--- config.mk ---
export PLATFORM = sky130hd
export DESIGN_NAME = rth_reset_thermal_holdoff_ctl
export DESIGN_NICKNAME = d
export VERILOG_FILES = /design/src/design/rth_pkg.sv /design/src/design/rth_reset_thermal_holdoff_ctl.sv
export SDC_FILE = /design/constraint.sdc
export NUM_CORES = 1
export LEC_CHECK = 0
export BUFFER_PORTS_ARGS = -buffer_cell sky130_fd_sc_hd__buf_4
export CAP_MARGIN = 20
export CORE_ASPECT_RATIO = 1.4
export CORE_MARGIN = 3
export CORE_UTILIZATION = 49
export CTS_CLUSTER_DIAMETER = 30
export DETAILED_ROUTE_END_ITERATION = 8
export GPL_TIMING_DRIVEN = 0
export PLACE_DENSITY = 0.75
export SETUP_SLACK_MARGIN = 0.2
export SLEW_MARGIN = 10
export SYNTH_ARGS = -nofsm -noshare
export SYNTH_HDL_FRONTEND = slang
export SYNTH_SLANG_ARGS = --single-unit
--- constraint.sdc ---
create_clock -name I_CLK -period 2.3 [get_ports I_CLK]
set_input_delay 0.46 -clock I_CLK [delete_from_list [all_inputs] [get_ports I_CLK]]
set_output_delay 0.46 -clock I_CLK [all_outputs]
set_load 0.05 [all_outputs]
--- src/design/rth_pkg.sv ---
/*
 Constants for the reset, thermal-trip and suspend-exit holdoff controller:
 register map, field positions, reset values and cycle counts.
 Assumes a 40 MHz always-on clock.
*/
package rth_pkg;
    localparam int CLK_MHZ        = 40;
    localparam int CLK_PERIOD_NS  = 25;
    localparam int CNT_W          = 20;
    // Request debounce and reset hold times
    localparam int DEBOUNCE_US    = 16000;
    localparam int HOLD_MIN_US    = 5000;
    localparam int HOLD_MAX_US    = 6000;
    localparam int DEBOUNCE_CYC   = DEBOUNCE_US * CLK_MHZ;
    localparam int HOLD_CYC       = HOLD_MIN_US * CLK_MHZ;
    // Overheat trip response and glitch filter
    localparam int TRIP_RESP_NS   = 1000;
    localparam int TRIP_RESP_CYC  = TRIP_RESP_NS / CLK_PERIOD_NS;
    localparam int GLITCH_NS      = 25;
    localparam int GLITCH_CYC     = (GLITCH_NS + CLK_PERIOD_NS - 1) / CLK_PERIOD_NS;
    localparam logic [1:0] TRIP_FILTER = 2'(GLITCH_CYC);
    // Register byte offsets
    localparam logic [7:0] OFS_CTRL   = 8'h00;
    localparam logic [7:0] OFS_STATUS = 8'h04;
    localparam logic [7:0] OFS_RSTCTL = 8'h08;
    localparam logic [7:0] OFS_LEGWO  = 8'h0c;
    localparam logic [7:0] OFS_LEGRO  = 8'h10;
    // Control fields
    localparam int CTRL_DEBOUNCE  = 0;
    localparam int CTRL_TVP       = 1;
    localparam int CTRL_HOLDOFF   = 2;
    localparam int CTRL_ALT       = 3;
    localparam int CTRL_ESPI      = 4;
    localparam logic [4:0] CTRL_RST = 5'h00;
    localparam int RSTCTL_FULL    = 3;
    localparam logic [7:0] RSTCTL_RST = 8'h00;
    // Status fields
    localparam int ST_PTS         = 0;
    localparam int ST_PBTN        = 1;
    localparam int ST_RST_BUSY    = 2;
    localparam int ST_TRIPPED     = 3;
    localparam int ST_FLASH_BLK   = 4;
    localparam int ST_TMR_FAST    = 5;
    localparam int ST_WINDOW      = 6;
    localparam int ST_PIN_LEVEL   = 7;
    localparam logic [15:0] LEGWO_RST = 16'h0000;
    localparam logic [7:0]  LEGRO_RST = 8'h00;
endpackage

--- src/design/rth_reset_thermal_holdoff_ctl.sv ---
/*
 Host reset request, overheat trip shutdown, suspend-exit holdoff and
 alternate access mode logic with an APB register slave.
 Assumes all pin inputs synchronous to I_CLK; power state inputs come
 from the surrounding power sequencer.
*/
`timescale 1ns/1ps
// Contract
// - Reset request detected on falling edge, or after 16 ms debounce.
// - Resulting reset held 5 to 6 ms whatever the request input does.
// - No new reset until request seen inactive and full S0 with platform reset off.
// - Reset control port bit 3 turns the reset into a full power cycle.
// - Reset request only acts while core power good is high.
// - Overheat trip forces S5: sleep outputs low, prior trip status set.
// - Sleep outputs low within 1 us of trip sampled active.
// - Trip low glitches under 25 ns never cause shutdown.
// - Trip monitoring starts at platform reset release or processor power good.
// - Trip monitoring stops when processor power good falls.
// - Trip event clears power button status.
// - After S4/S5 entry with flash sleep asserted, holdoff delays resume.
// - Holdoff ignored outside S4/S5 entry with flash sleep asserted.
// - No flash access while flash sleep asserted or holdoff still asserted.
// - Holdoff pin is a plain input until firmware enables its function.
// - With eSPI, no flash sharing, but holdoff still delays resume.
// - Alternate mode reads write-only and restores read-only legacy registers.
// - Alternate mode around timer reads leaves timer fast until restored.
module rth_reset_thermal_holdoff_ctl
    import rth_pkg::*;
#(
    parameter int DEBOUNCE_CYCLES = DEBOUNCE_CYC,
    parameter int HOLD_CYCLES     = HOLD_CYC
) (
    input  wire logic        I_CLK,
    input  wire logic        I_RESET,
    input  wire logic        i_PSEL,
    input  wire logic        i_PENABLE,
    input  wire logic        i_PWRITE,
    input  wire logic [7:0]  i_PADDR,
    input  wire logic [31:0] i_PWDATA,
    input  wire logic        i_HOST_RESET_REQUEST_N,
    input  wire logic        i_CORE_POWER_GOOD,
    input  wire logic        i_PLATFORM_RESET_OUT_N,
    input  wire logic        i_SYSTEM_IN_S0,
    input  wire logic        i_OVERHEAT_TRIP_N,
    input  wire logic        i_PROCESSOR_POWER_GOOD,
    input  wire logic        i_POWER_BUTTON_PRESS,
    input  wire logic        i_SLEEP_S3_REQ_N,
    input  wire logic        i_SLEEP_S4_REQ_N,
    input  wire logic        i_SLEEP_S5_REQ_N,
    input  wire logic        i_S4S5_ENTRY,
    input  wire logic        i_FLASH_DOMAIN_SLEEP_N,
    input  wire logic        i_SUSPEND_EXIT_HOLDOFF_N,
    output logic             o_PREADY,
    output logic             o_PSLVERR,
    output logic [31:0]      o_PRDATA,
    output logic             o_HOST_RESET,
    output logic             o_GLOBAL_RESET,
    output logic             o_SLEEP_S3_OUT_N,
    output logic             o_SLEEP_S4_OUT_N,
    output logic             o_SLEEP_S5_OUT_N,
    output logic             o_RESUME_HOLD,
    output logic             o_FLASH_ACCESS_EN,
    output logic             o_LEGACY_TIMER_FAST
);
    typedef enum logic [1:0] {ST_IDLE, ST_HOLD, ST_REARM} rth_rst_state_t;

    function automatic logic hit(input logic [7:0] a, input logic [7:0] ofs);
        return a == ofs;
    endfunction

    rth_rst_state_t st_reg, st_next;
    logic [CNT_W-1:0] deb_cnt_reg, deb_cnt_next, hold_cnt_reg, hold_cnt_next;
    logic deb_level_reg, deb_level_next, full_reg, full_next;
    logic [1:0] trip_cnt_reg, trip_cnt_next;
    logic monitor_reg, monitor_next, ppg_reg, prst_reg;
    logic tripped_reg, tripped_next, pts_reg, pts_next, pb_reg, pb_next;
    logic window_reg, window_next, alt_read_reg, alt_read_next;
    logic fast_reg, fast_next;
    logic [4:0]  ctrl_reg, ctrl_next;
    logic [7:0]  rstctl_reg, rstctl_next, legro_reg, legro_next;
    logic [15:0] legwo_reg, legwo_next;
    logic [31:0] rdata_next;
    logic ready_next, err_next;
    logic req_fall, trip_event, hold, flash_blk, start_evt, done, setup, mapped;
    logic [7:0] status;

    assign setup = i_PSEL && i_PENABLE && !o_PREADY;
    assign done  = i_PSEL && i_PENABLE && o_PREADY;
    assign mapped = hit(i_PADDR, OFS_CTRL) || hit(i_PADDR, OFS_STATUS) || hit(i_PADDR, OFS_RSTCTL)
                 || hit(i_PADDR, OFS_LEGWO) || hit(i_PADDR, OFS_LEGRO);
    assign status = {i_SUSPEND_EXIT_HOLDOFF_N, window_reg, fast_reg, flash_blk,
                     tripped_reg, st_reg != ST_IDLE, pb_reg, pts_reg};

    // Request debounce, both directions alike
    always_comb begin
        deb_level_next = deb_level_reg;
        deb_cnt_next   = '0;
        if (!ctrl_reg[CTRL_DEBOUNCE]) begin
            deb_level_next = i_HOST_RESET_REQUEST_N;
        end else if (i_HOST_RESET_REQUEST_N != deb_level_reg) begin
            if (deb_cnt_reg == CNT_W'(DEBOUNCE_CYCLES - 1)) begin
                deb_level_next = i_HOST_RESET_REQUEST_N;
            end else begin
                deb_cnt_next = deb_cnt_reg + 1'b1;
            end
        end
    end
    assign req_fall = deb_level_reg && !deb_level_next;

    // Reset sequence; request pin lives in the primary well so gate with core power
    always_comb begin
        st_next       = st_reg;
        hold_cnt_next = '0;
        full_next     = full_reg;
        unique case (st_reg)
            ST_IDLE: begin
                if (req_fall && i_CORE_POWER_GOOD) begin
                    st_next   = ST_HOLD;
                    full_next = rstctl_reg[RSTCTL_FULL];
                end
            end
            ST_HOLD: begin
                hold_cnt_next = hold_cnt_reg + 1'b1;
                if (hold_cnt_reg == CNT_W'(HOLD_CYCLES - 1)) begin
                    st_next = ST_REARM;
                end
            end
            ST_REARM: begin
                if (deb_level_reg && i_SYSTEM_IN_S0 && i_PLATFORM_RESET_OUT_N) begin
                    st_next = ST_IDLE;
                end
            end
        endcase
    end

    // Trip window, filter and shutdown
    always_comb begin
        start_evt    = ctrl_reg[CTRL_TVP] ? (i_PROCESSOR_POWER_GOOD && !ppg_reg)
                                          : (i_PLATFORM_RESET_OUT_N && !prst_reg);
        monitor_next = !i_PROCESSOR_POWER_GOOD ? 1'b0 : (monitor_reg || start_evt);
        trip_cnt_next = i_OVERHEAT_TRIP_N ? 2'h0
                      : (trip_cnt_reg == TRIP_FILTER ? trip_cnt_reg : trip_cnt_reg + 2'h1);
        // One clean low sample is not enough: a sub-period glitch can still hit one edge
        trip_event   = monitor_reg && !i_OVERHEAT_TRIP_N && trip_cnt_reg == TRIP_FILTER;
        // A trip in the same cycle as a power-good drop still wins
        tripped_next = trip_event || (tripped_reg && i_CORE_POWER_GOOD);
    end

    // Suspend-exit holdoff and flash gating
    always_comb begin
        window_next = window_reg;
        if (!ctrl_reg[CTRL_HOLDOFF]) begin
            window_next = 1'b0;
        end else if (i_S4S5_ENTRY && !i_FLASH_DOMAIN_SLEEP_N) begin
            window_next = 1'b1;
        end else if (i_FLASH_DOMAIN_SLEEP_N && i_SUSPEND_EXIT_HOLDOFF_N) begin
            window_next = 1'b0;
        end
        hold      = window_reg && !i_SUSPEND_EXIT_HOLDOFF_N;
        flash_blk = !i_FLASH_DOMAIN_SLEEP_N || (hold && !ctrl_reg[CTRL_ESPI]);
    end

    // Register file, status flags and alternate access mode
    always_comb begin
        ctrl_next     = ctrl_reg;
        rstctl_next   = rstctl_reg;
        legwo_next    = legwo_reg;
        legro_next    = legro_reg;
        pts_next      = pts_reg;
        pb_next       = pb_reg;
        alt_read_next = alt_read_reg;
        fast_next     = fast_reg;
        if (done && i_PWRITE) begin
            if (hit(i_PADDR, OFS_CTRL)) ctrl_next = i_PWDATA[4:0];
            if (hit(i_PADDR, OFS_RSTCTL)) rstctl_next = i_PWDATA[7:0];
            if (hit(i_PADDR, OFS_STATUS)) begin
                pts_next = pts_reg && !i_PWDATA[ST_PTS];
                pb_next  = pb_reg && !i_PWDATA[ST_PBTN];
            end
            if (hit(i_PADDR, OFS_LEGWO)) begin
                legwo_next = i_PWDATA[15:0];
                fast_next  = 1'b0;
            end
            // Read-only legacy value is restorable only in alternate mode
            if (hit(i_PADDR, OFS_LEGRO) && ctrl_reg[CTRL_ALT]) legro_next = i_PWDATA[7:0];
        end
        if (done && !i_PWRITE && hit(i_PADDR, OFS_LEGWO) && ctrl_reg[CTRL_ALT]) begin
            alt_read_next = 1'b1;
        end
        if (ctrl_reg[CTRL_ALT] && !ctrl_next[CTRL_ALT]) begin
            fast_next     = fast_next || alt_read_next;
            alt_read_next = 1'b0;
        end
        if (i_POWER_BUTTON_PRESS) pb_next = 1'b1;
        if (trip_event) begin
            pts_next = 1'b1;
            pb_next  = 1'b0;
        end
    end

    // APB: one wait cycle so read data leaves a flop
    always_comb begin
        ready_next = setup;
        err_next   = setup && !mapped;
        rdata_next = '0;
        if (setup && !i_PWRITE) begin
            if (hit(i_PADDR, OFS_CTRL)) rdata_next = {27'h0, ctrl_reg};
            if (hit(i_PADDR, OFS_STATUS)) rdata_next = {24'h0, status};
            if (hit(i_PADDR, OFS_RSTCTL)) rdata_next = {24'h0, rstctl_reg};
            if (hit(i_PADDR, OFS_LEGWO) && ctrl_reg[CTRL_ALT]) rdata_next = {16'h0, legwo_reg};
            if (hit(i_PADDR, OFS_LEGRO)) rdata_next = {24'h0, legro_reg};
        end
    end

    always_ff @(posedge I_CLK) begin
        if (I_RESET) begin
            st_reg              <= ST_IDLE;
            deb_cnt_reg         <= '0;
            hold_cnt_reg        <= '0;
            deb_level_reg       <= 1'b1;
            full_reg            <= 1'b0;
            trip_cnt_reg        <= 2'h0;
            monitor_reg         <= 1'b0;
            ppg_reg             <= 1'b0;
            prst_reg            <= 1'b0;
            tripped_reg         <= 1'b0;
            pts_reg             <= 1'b0;
            pb_reg              <= 1'b0;
            window_reg          <= 1'b0;
            alt_read_reg        <= 1'b0;
            fast_reg            <= 1'b0;
            ctrl_reg            <= CTRL_RST;
            rstctl_reg          <= RSTCTL_RST;
            legwo_reg           <= LEGWO_RST;
            legro_reg           <= LEGRO_RST;
            o_PREADY            <= 1'b0;
            o_PSLVERR           <= 1'b0;
            o_PRDATA            <= '0;
            o_HOST_RESET        <= 1'b0;
            o_GLOBAL_RESET      <= 1'b0;
            o_SLEEP_S3_OUT_N    <= 1'b1;
            o_SLEEP_S4_OUT_N    <= 1'b1;
            o_SLEEP_S5_OUT_N    <= 1'b1;
            o_RESUME_HOLD       <= 1'b0;
            o_FLASH_ACCESS_EN   <= 1'b0;
            o_LEGACY_TIMER_FAST <= 1'b0;
        end else begin
            st_reg              <= st_next;
            deb_cnt_reg         <= deb_cnt_next;
            hold_cnt_reg        <= hold_cnt_next;
            deb_level_reg       <= deb_level_next;
            full_reg            <= full_next;
            trip_cnt_reg        <= trip_cnt_next;
            monitor_reg         <= monitor_next;
            ppg_reg             <= i_PROCESSOR_POWER_GOOD;
            prst_reg            <= i_PLATFORM_RESET_OUT_N;
            tripped_reg         <= tripped_next;
            pts_reg             <= pts_next;
            pb_reg              <= pb_next;
            window_reg          <= window_next;
            alt_read_reg        <= alt_read_next;
            fast_reg            <= fast_next;
            ctrl_reg            <= ctrl_next;
            rstctl_reg          <= rstctl_next;
            legwo_reg           <= legwo_next;
            legro_reg           <= legro_next;
            o_PREADY            <= ready_next;
            o_PSLVERR           <= err_next;
            o_PRDATA            <= rdata_next;
            o_HOST_RESET        <= st_next == ST_HOLD && !full_next;
            o_GLOBAL_RESET      <= st_next == ST_HOLD && full_next;
            // Trip bypasses the normal power-down handshakes entirely
            o_SLEEP_S3_OUT_N    <= i_SLEEP_S3_REQ_N && !tripped_next;
            o_SLEEP_S4_OUT_N    <= i_SLEEP_S4_REQ_N && !tripped_next;
            o_SLEEP_S5_OUT_N    <= i_SLEEP_S5_REQ_N && !tripped_next;
            o_RESUME_HOLD       <= hold;
            o_FLASH_ACCESS_EN   <= !flash_blk;
            o_LEGACY_TIMER_FAST <= fast_next;
        end
    end
endmodule // rth_reset_thermal_holdoff_ctl

==> results_dict.tcl, run 1 <==
set metrics [dict create \
    outcome "finished, final reports clean" \
    h-tree-depth 4 \
    peakVddDrop_mv 0.546 \
    layout.cells.most_common "dfxtp_1" \
    gr-total-overflow 0 \
    synth_cell_type_count 48 \
    rows 42 \
    min_path_cells 2 \
    yosysTopAreaCell "dfxtp_1" \
    drt_iter0_markers 205 \
    drt-total-wl_mm 11.7 \
    synth_area_leaders "dfxtp_1 (48%), nor2_1 (7.1%), mux2i_1 (5.8%), xor2_1 (3.8%), nand3_1 (3.4%)" \
    cts_made_buffers 17 \
    postRouteAntennaNets 0 \
    n_fill_cell 760 \
    drc 0 \
    drv_cap 0 \
    dp_hpwl_mm 8.03 \
    rsz0062_at_grt "true" \
    async_flop_share_pct 0 \
    synth.cell_area_um2 4830 \
    cp.arrival_ps 2530 \
    setup_viol 0 \
    period_minus_slack_ps 2240 \
    antenna_found_initial 0 \
    fin_setup_tns_ps 0 \
    layout_common_cells "dfxtp_1 (115), buf_4 (89), nor2_1 (73)" \
    cp_max_fo 3 \
    holdCritStartpoint "i_OVERHEAT_TRIP_N" \
    first_global_vias 4106 \
    globalplace.congestion 0.802 \
    worst_pin_slew_ps 608 \
    vias 4157 \
    grt_max_degree 17 \
    power_density_nw_per_um2 774 \
    worstPathCellList "or4b_4 -> or4_4 -> o41a_1 -> a31oi_2 -> buf_4 -> nor3b_4" \
    final_cell_count_no_fill 789 \
    ys_seq_area_share_pct 48.5 \
    crit_type "reg2reg" \
    place_area_um2 5570 \
    utilization_pct 67.1 \
    cpPeakStageDelay_ps 530 \
    critical-path-slowest-cell "or4_4" \
    ctsHoldBuffers 0 \
    grt.total_usage_pct 21.8 \
    drv_slew 0 \
    clock_sinks 117 \
    die_w_um 89.9 \
    holdWs_ps 231 \
    die_y_um 123 \
    r2r_start "deb_cnt_reg[14]$_SDFF_PP0_" \
    cp.required_ps 2590 \
    portBuffers 66 \
    worst_setup_path_end_kind "flip-flop" \
    ys_ff_latch 117 \
    syn_inst 535 \
    initial_utilization_pct 50.8 \
    fin_crit_sh_pct 97.5 \
    placed_cells_incl_taps 748 \
    synth.top_cell.area_share_pct 48.5 \
    finalInstanceArea_um2 6390 \
    skew_ps 4.59 \
    slew_headroom_pct 59.5 \
    drive_gt1_share_pct 25.0 \
    cts_tree "built" \
    worst_r2r_path_depth 6 \
    hold_viol 0 \
    fmaxAchievable_ghz 0.446 \
    area.sequential_um2 2350 \
    insertion_delay_ps 410 \
    fp.coreArea_um2 9510 \
    grt_pass1_wl_mm 19.2 \
    syn2layout_area_growth_pct 32.2 \
    yosys_warnings 0 \
    root_buffer "clkbuf_16" \
    synth_edf_count 0 \
    hold_class "in2reg" \
    wl_per_cell_um 14.8 \
    drt-pass1-iter-count 6 \
    multi_input_area_um2 2400 \
    critPathLaunch "deb_cnt_reg[14]$_SDFF_PP0_" \
    pin_count 100 \
    clock_path_buffers 2 \
    cp-start-kind "flip-flop" \
    synth_flop_cell "dfxtp_1" \
    fin_nets 708 \
    viasPerCell 5.27 \
    clk_pin_slew_ps 50 \
    die_area_um2 11100 \
    leakage_nw 2.57 \
    diodes 0 \
    avgSynthCellArea_um2 9.03 \
]
cells in the mapped netlist (2+ instances only):
cell / count
nand2_1: 41
inv_1: 14
nor3b_1: 2
a21oi_1: 21
and2_1: 11
a22o_1: 4
xnor2_1: 17
or4_4: 2
dfxtp_1: 117
nand2b_1: 2
nand3b_1: 3
mux2i_1: 28
buf_4: 16
nor4_1: 2
xor2_1: 21
a32oi_1: 2
clkbuf_1: 15
and4_1: 5
nand4_1: 11
or4b_1: 2
nand3_1: 33
nor2_1: 92
nor3_1: 13
o21ai_0: 7
a222oi_1: 6
nor2b_1: 7
buf_2: 7
ha_1: 6
and3_1: 7
or4_1: 2
o21a_1: 2
stage by stage:
stage,total power [mW],setup slack (ps)
finish,4.94,58.0
global route,5.08,12.9
CTS,4.97,97.9
detailed placement,2.38,-286
global placement,2.38,-251
floorplan,2.27,91.7
worst max-delay path: cells and delay by family, from the launching register on:
| kind | cells | cell delay (ps) |
|---|---|---|
| buf+inv | 1 | 170 |
| flops | 1 | 380 |
| compound gates | 2 | 510 |
| simple gates | 3 | 1060 |
report_power, final:
part	internal, mW	switching [mW]
logic	0.108	0.187
registers	2.04	0.00936
clock network	1.70	0.898
layout make-up:
type,instances,share of cell area [%]
multi-input combinational,380,37.6
clock buffer,23,7.64
inverter,14,0.823
clock inverter,9,1.57
timing repair buffer,75,9.05
tap,132,2.59
sequential,117,36.8
buffer,39,3.98
timing repair:
| item | in CTS | in global routing |
|---|---|---|
| setup endpoints to repair | 40 | 45 |
| gates cloned | 2 | 0 |
| resized for setup | 23 | 28 |
| pin swaps | 18 | 10 |
| buffers inserted | 3 | 4 |
logic make-up (layout without fill, tap and decap cells):
| kind of cell | count (synthesis) | after routing | share of synthesized area [%] |
|---|---|---|---|
| compound gates | 53 | 53 | 7.54 |
| xor+xnor | 38 | 38 | 6.89 |
| fa+ha+maj | 6 | 6 | 1.55 |
| buf+inv | 53 | 160 | 5.54 |
| flops | 117 | 117 | 48.5 |
| mux | 28 | 28 | 5.80 |
| other cells | 1 | 16 | 0.0776 |
| simple gates | 239 | 239 | 24.1 |
path summary, 6_finish.rpt:
path              slack [ps]                            to
setup / recovery          60     o_GLOBAL_RESET$_SDFF_PP0_
hold / removal           230  trip_cnt_reg[1]$_SDFFE_PP0P_
setup reg to reg          60     o_GLOBAL_RESET$_SDFF_PP0_
hold reg to reg          450       o_PRDATA[10]$_SDFF_PP0_
routing by layer:
layer	wire length, µm	GRT usage [%]
met2	6030	38.8
met4	165	9.96
met3	709	5.54
met5	0	0
met1	4780	24.8
Note: power is estimated with default switching activity, not from simulation.
==> inputs of run 2 (changes only) <==
BUFFER_PORTS_ARGS = -buffer_cell sky130_fd_sc_hd__buf_2   (was -buffer_cell sky130_fd_sc_hd__buf_4)
==> results_dict.tcl, run 2 (same netlist as run 1, synthesis figures left out) <==
set metrics [dict create \
    cp-start-kind "flip-flop" \
    setup_viol 0 \
    drc 0 \
    skew_ps 5.24 \
    drv_slew 0 \
    postRouteAntennaNets 0 \
    worst_pin_slew_ps 608 \
    die_area_um2 11100 \
    fin_setup_tns_ps 0 \
    vias 4073 \
    ctsHoldBuffers 0 \
    cts_made_buffers 17 \
    globalplace.congestion 0.820 \
    grt.total_usage_pct 21.0 \
    die_w_um 89.9 \
    clock_sinks 117 \
    initial_utilization_pct 50.8 \
    cp_max_fo 3 \
    insertion_delay_ps 410 \
    period_minus_slack_ps 2180 \
    layout.cells.most_common "dfxtp_1" \
    gr-total-overflow 0 \
    worst_setup_path_end_kind "flip-flop" \
    multi_input_area_um2 2320 \
    place_area_um2 5410 \
    layout_common_cells "dfxtp_1 (116), nor2_1 (91), buf_2 (68)" \
    fp.coreArea_um2 9510 \
    rows 42 \
    leakage_nw 2.51 \
    drt_iter0_markers 261 \
    fin_crit_sh_pct 94.8 \
    peakVddDrop_mv 0.511 \
    rsz0062_at_grt "true" \
    hold_class "in2reg" \
    grt_max_degree 17 \
    syn2layout_area_growth_pct 26.8 \
    power_mw 5.07 \
    drive_gt1_share_pct 20.8 \
    n_fill_cell 809 \
    first_global_vias 3987 \
    antenna_found_initial 0 \
    power_density_nw_per_um2 828 \
    clk_pin_slew_ps 50 \
    dp_hpwl_mm 7.95 \
    die_y_um 123 \
    outcome "finished, final reports clean" \
    drv_cap 0 \
    fin_nets 705 \
    root_buffer "clkbuf_16" \
    cts_tree "built" \
    holdWs_ps 242 \
    fmaxAchievable_ghz 0.459 \
    pin_count 100 \
    portBuffers 66 \
    hold_viol 0 \
    crit_type "reg2reg" \
    drt-total-wl_mm 11.2 \
    cp.arrival_ps 2530 \
    h-tree-depth 4 \
    wl_per_cell_um 14.3 \
    drt-pass1-iter-count 6 \
    slew_headroom_pct 59.5 \
    diodes 0 \
    viasPerCell 5.19 \
    area.sequential_um2 2340 \
    clock_path_buffers 2 \
    grt_pass1_wl_mm 18.5 \
    finalInstanceArea_um2 6130 \
    cp.required_ps 2650 \
]
-- run 2: cell count changes in the layout (fill, tap and decap cells not counted), moves of 3 or more --
cell	before	now
buf_2	1	68
buf_4	89	25
nor2_1	73	91
nor2_2	16	0
buf_6	4	1
-- run 2: timing repair --
action	4_1_cts	5_1_grt
pin swaps	2	1
setup endpoints to repair	41	61
setup buffers	1	5
gates resized for setup	4	11
-- run 2: routing by layer --
layer / vias up / routed length (µm) / track usage (%)
met5: - / 0 / 0
met4: 0 / 233 / 10.2
met3: 19 / 594 / 6.82
met2: 119 / 5670 / 36.9
met1: 1921 / 4730 / 23.0
li1: 2014 / - / -
-- run 2: final timing paths --
path / to / slack (ps) / cells past startpoint / start
setup / recovery: o_HOST_RESET$_SDFF_PP0_ / 120 / 5 / deb_cnt_reg[18]$_SDFF_PP0_
hold / removal: trip_cnt_reg[1]$_SDFFE_PP0P_ / 240 / 2 / i_OVERHEAT_TRIP_N
setup reg to reg: o_HOST_RESET$_SDFF_PP0_ / 120 / 5 / deb_cnt_reg[18]$_SDFF_PP0_
hold reg to reg: o_PRDATA[15]$_SDFF_PP0_ / 450 / 1 / legwo_reg[15]$_SDFFE_PP0P_
-- run 2: layout make-up --
type / count / area share, %
Buffer: 39 / 3.92
Clock buffer: 22 / 7.74
Clock inverter: 9 / 2.45
Inverter: 14 / 0.858
Multi-Input combinational cell: 380 / 37.9
Sequential cell: 117 / 38.3
Tap cell: 132 / 2.70
Timing Repair Buffer: 72 / 6.13
-- run 2: through the flow --
step,utilization [%],worst slack [ps],std cells
after floorplan,-,91.7,550
after global placement,56.8,-216,748
after detailed placement,56.8,-292,748
after CTS,63.6,114,780
after global routing,64.4,63.0,785
final,64.4,120,785
-- run 2: worst max-delay path, stage by stage, from the launching register on --
cell     delay [ps]
dfxtp_1         320
or4b_1          490
or4_4           520
o41a_1          360
a31oi_4         180
and3b_2         230
-- run 2: where the power goes --
part           internal, mW  switching, mW  leakage (nW)
Combinational        0.0831          0.187          1.26
Clock                  1.88          0.863         0.302
Sequential             2.05        0.00840         0.946
Total                  4.01           1.06          2.51
==> inputs of run 3 (changes only) <==
ABC_AREA = 1   (was unset)
==> results_dict.tcl, run 3 <==
set metrics [dict create \
    root_buffer "clkbuf_16" \
    vias 4485 \
    fin_crit_sh_pct 81.1 \
    ctsHoldBuffers 0 \
    multi_input_area_um2 2200 \
    drt_iter0_markers 260 \
    postRouteAntennaNets 0 \
    wl_per_cell_um 12.9 \
    power_density_nw_per_um2 792 \
    dp_slack_ps 178 \
    cts_made_buffers 17 \
    worstPathCellList "ha_1 -> nand3_1 -> nor2_1 -> nand3_1 -> nand2_1 -> nor3_4 -> inv_1 -> buf_2 -> nor3_1" \
    cp_max_fo 10 \
    cpPeakStageDelay_ps 320 \
    cp.required_ps 2630 \
    hold_class "in2reg" \
    clk_pin_slew_ps 50 \
    cp.arrival_ps 2190 \
    worst_setup_path_end_kind "flip-flop" \
    fp.coreArea_um2 9950 \
    initial_utilization_pct 50.7 \
    fmaxAchievable_ghz 0.536 \
    die_y_um 126 \
    p_int_mw 3.91 \
    place_area_um2 5600 \
    holdWs_ps 247 \
    rows 43 \
    clock_path_buffers 2 \
    peakVddDrop_mv 0.534 \
    layout.cells.most_common "dfxtp_1" \
    layout_common_cells "dfxtp_1 (117), nand2_1 (99), nor2_1 (95)" \
    pwr-share-clk_pct 52.6 \
    switching_power_mw 1.03 \
    portBuffers 65 \
    n_fill_cell 866 \
    h-tree-depth 4 \
    drc 0 \
    synth_commonest_cells "dfxtp_1 (117), nand2_1 (100), nor2_1 (95)" \
    outcome "finished, final reports clean" \
    synth.top_cell.area_share_pct 46.4 \
    async_flop_share_pct 0 \
    syn2layout_area_growth_pct 23.6 \
    seqPwrFrac_pct 41.7 \
    drt-total-wl_mm 11.8 \
    yosysTopAreaCell "dfxtp_1" \
    die_w_um 91.8 \
    power_mw 4.94 \
    synth_area_leaders "dfxtp_1 (46%), nand2_1 (7.4%), nor2_1 (7.1%), inv_1 (6.6%), o21ai_0 (4.4%)" \
    finalInstanceArea_um2 6240 \
    drv_slew 0 \
    antenna_found_initial 1 \
    leakage_nw 2.67 \
    gr-total-overflow 0 \
    crit_type "reg2reg" \
    skew_ps 3.02 \
    drive_gt1_share_pct 19.9 \
    die_area_um2 11600 \
    slew_headroom_pct 59.8 \
    dp_hpwl_mm 8.81 \
    viasPerCell 4.93 \
    drt-pass1-iter-count 5 \
    final_cell_count_no_fill 910 \
    insertion_delay_ps 410 \
    setup_slack_ps 435 \
    cp-start-kind "flip-flop" \
    cts_tree "built" \
    rsz0062_at_grt "false" \
    ys_ff_latch 117 \
    first_global_vias 4323 \
    drv_cap 0 \
    p_comb_share_pct 5.7 \
    yosys_warnings 0 \
    synth_most_common_cell "dfxtp_1" \
    globalplace.congestion 0.922 \
    area.sequential_um2 2340 \
    diodes 0 \
    worst_pin_slew_ps 604 \
    grt_pass1_wl_mm 19.4 \
    crit_buf_inv 2 \
    placed_cells_incl_taps 875 \
    synth.cell_area_um2 5050 \
    grt_max_degree 17 \
    swShare_pct 20.9 \
    crit_top_cell "nand3_1" \
    synth_cell_type_count 39 \
    ys_seq_area_share_pct 46.4 \
    fin_setup_tns_ps 0 \
    reg2reg_slack_ps 430 \
    utilization_pct 62.7 \
    avgSynthCellArea_um2 7.65 \
    cp_top_family "simple AND/OR/NAND/NOR gates" \
    fin_nets 829 \
    setup_viol 0 \
    hold_viol 0 \
    synth_edf_count 0 \
    syn_inst 660 \
    pin_count 100 \
    critical-path-slowest-cell "dfxtp_1" \
    synth_flop_cell "dfxtp_1" \
    period_minus_slack_ps 1870 \
    grt.total_usage_pct 21.1 \
    clock_sinks 117 \
]
==> run 3: cell count changes in the layout (fill, tap and decap cells not counted), sizes merged, moves of 15 or more <==
cell	previous run	this run
inv	14	94
nand2	41	100
o21ai	8	45
mux2i	28	0
a211oi	1	28
a21oi	21	38
nor2	92	109
xnor2	17	2
xor2	21	6
==> run 3: path summary, 6_finish.rpt <==
path / from / to / cells past startpoint
setup reg to reg: deb_cnt_reg[0]$_SDFF_PP0_ / deb_cnt_reg[12]$_SDFF_PP0_ / 9
setup / recovery: deb_cnt_reg[0]$_SDFF_PP0_ / deb_cnt_reg[12]$_SDFF_PP0_ / 9
hold / removal: i_SLEEP_S3_REQ_N / o_SLEEP_S3_OUT_N$_SDFF_PP1_ / 3
hold reg to reg: deb_cnt_reg[0]$_SDFF_PP0_ / deb_cnt_reg[0]$_SDFF_PP0_ / 1
==> run 3: cell families after synthesis <==
| logic type | Yosys count | share of synthesized area [%] |
|---|---|---|
| AND/OR/NAND/NOR | 282 | 25.5 |
| buffers and inverters | 126 | 11.2 |
| AO/OA/AOI/OAI | 120 | 14.0 |
| flip-flops | 117 | 46.4 |
| XOR/XNOR | 8 | 1.39 |
| adder cells (fa/ha/maj) | 6 | 1.49 |
| other | 1 | 0.0743 |
==> run 3: layout make-up <==
type	count	area share, %
Sequential cell	117	37.5
Multi-Input combinational cell	432	35.2
Clock buffer	26	8.48
Timing Repair Buffer	71	5.94
Inverter	94	5.66
Buffer	32	3.39
Tap cell	135	2.71
Clock inverter	3	1.04
==> run 3: what timing repair did <==
| action | in CTS | in global routing |
|---|---|---|
| resized for setup | 0 | 1 |
| setup buffers | 0 | 6 |
| endpoints found under the setup margin | 0 | 2 |
| endpoints found under the hold margin | 0 | 0 |
==> run 3: tightest hold or removal path, delay by kind of cell <==
| kind | cells | cell delay, ps |
|---|---|---|
| buf+inv | 1 | 80 |
| simple gates | 2 | 80 |
==> run 3: power by group through the flow <==
| stage | registers [mW] | clock network [mW] | logic [mW] |
|---|---|---|---|
| CTS | 2.06 | 2.64 | 0.280 |
| floorplan | 2.12 | 0 | 0.173 |
| global route | 2.06 | 2.73 | 0.308 |
| detailed placement | 2.10 | 0 | 0.279 |
| global placement | 2.10 | 0 | 0.274 |
| finish | 2.06 | 2.60 | 0.281 |
==> run 3: per-layer routing <==
layer  track usage (%)  wire length [µm]  up-vias
met3              7.59               759       23
met1              22.0              4580     2013
met2              37.1              6130      126
li1                  -                 -     2321
met4              10.4               283        2
met5                 0                13        -
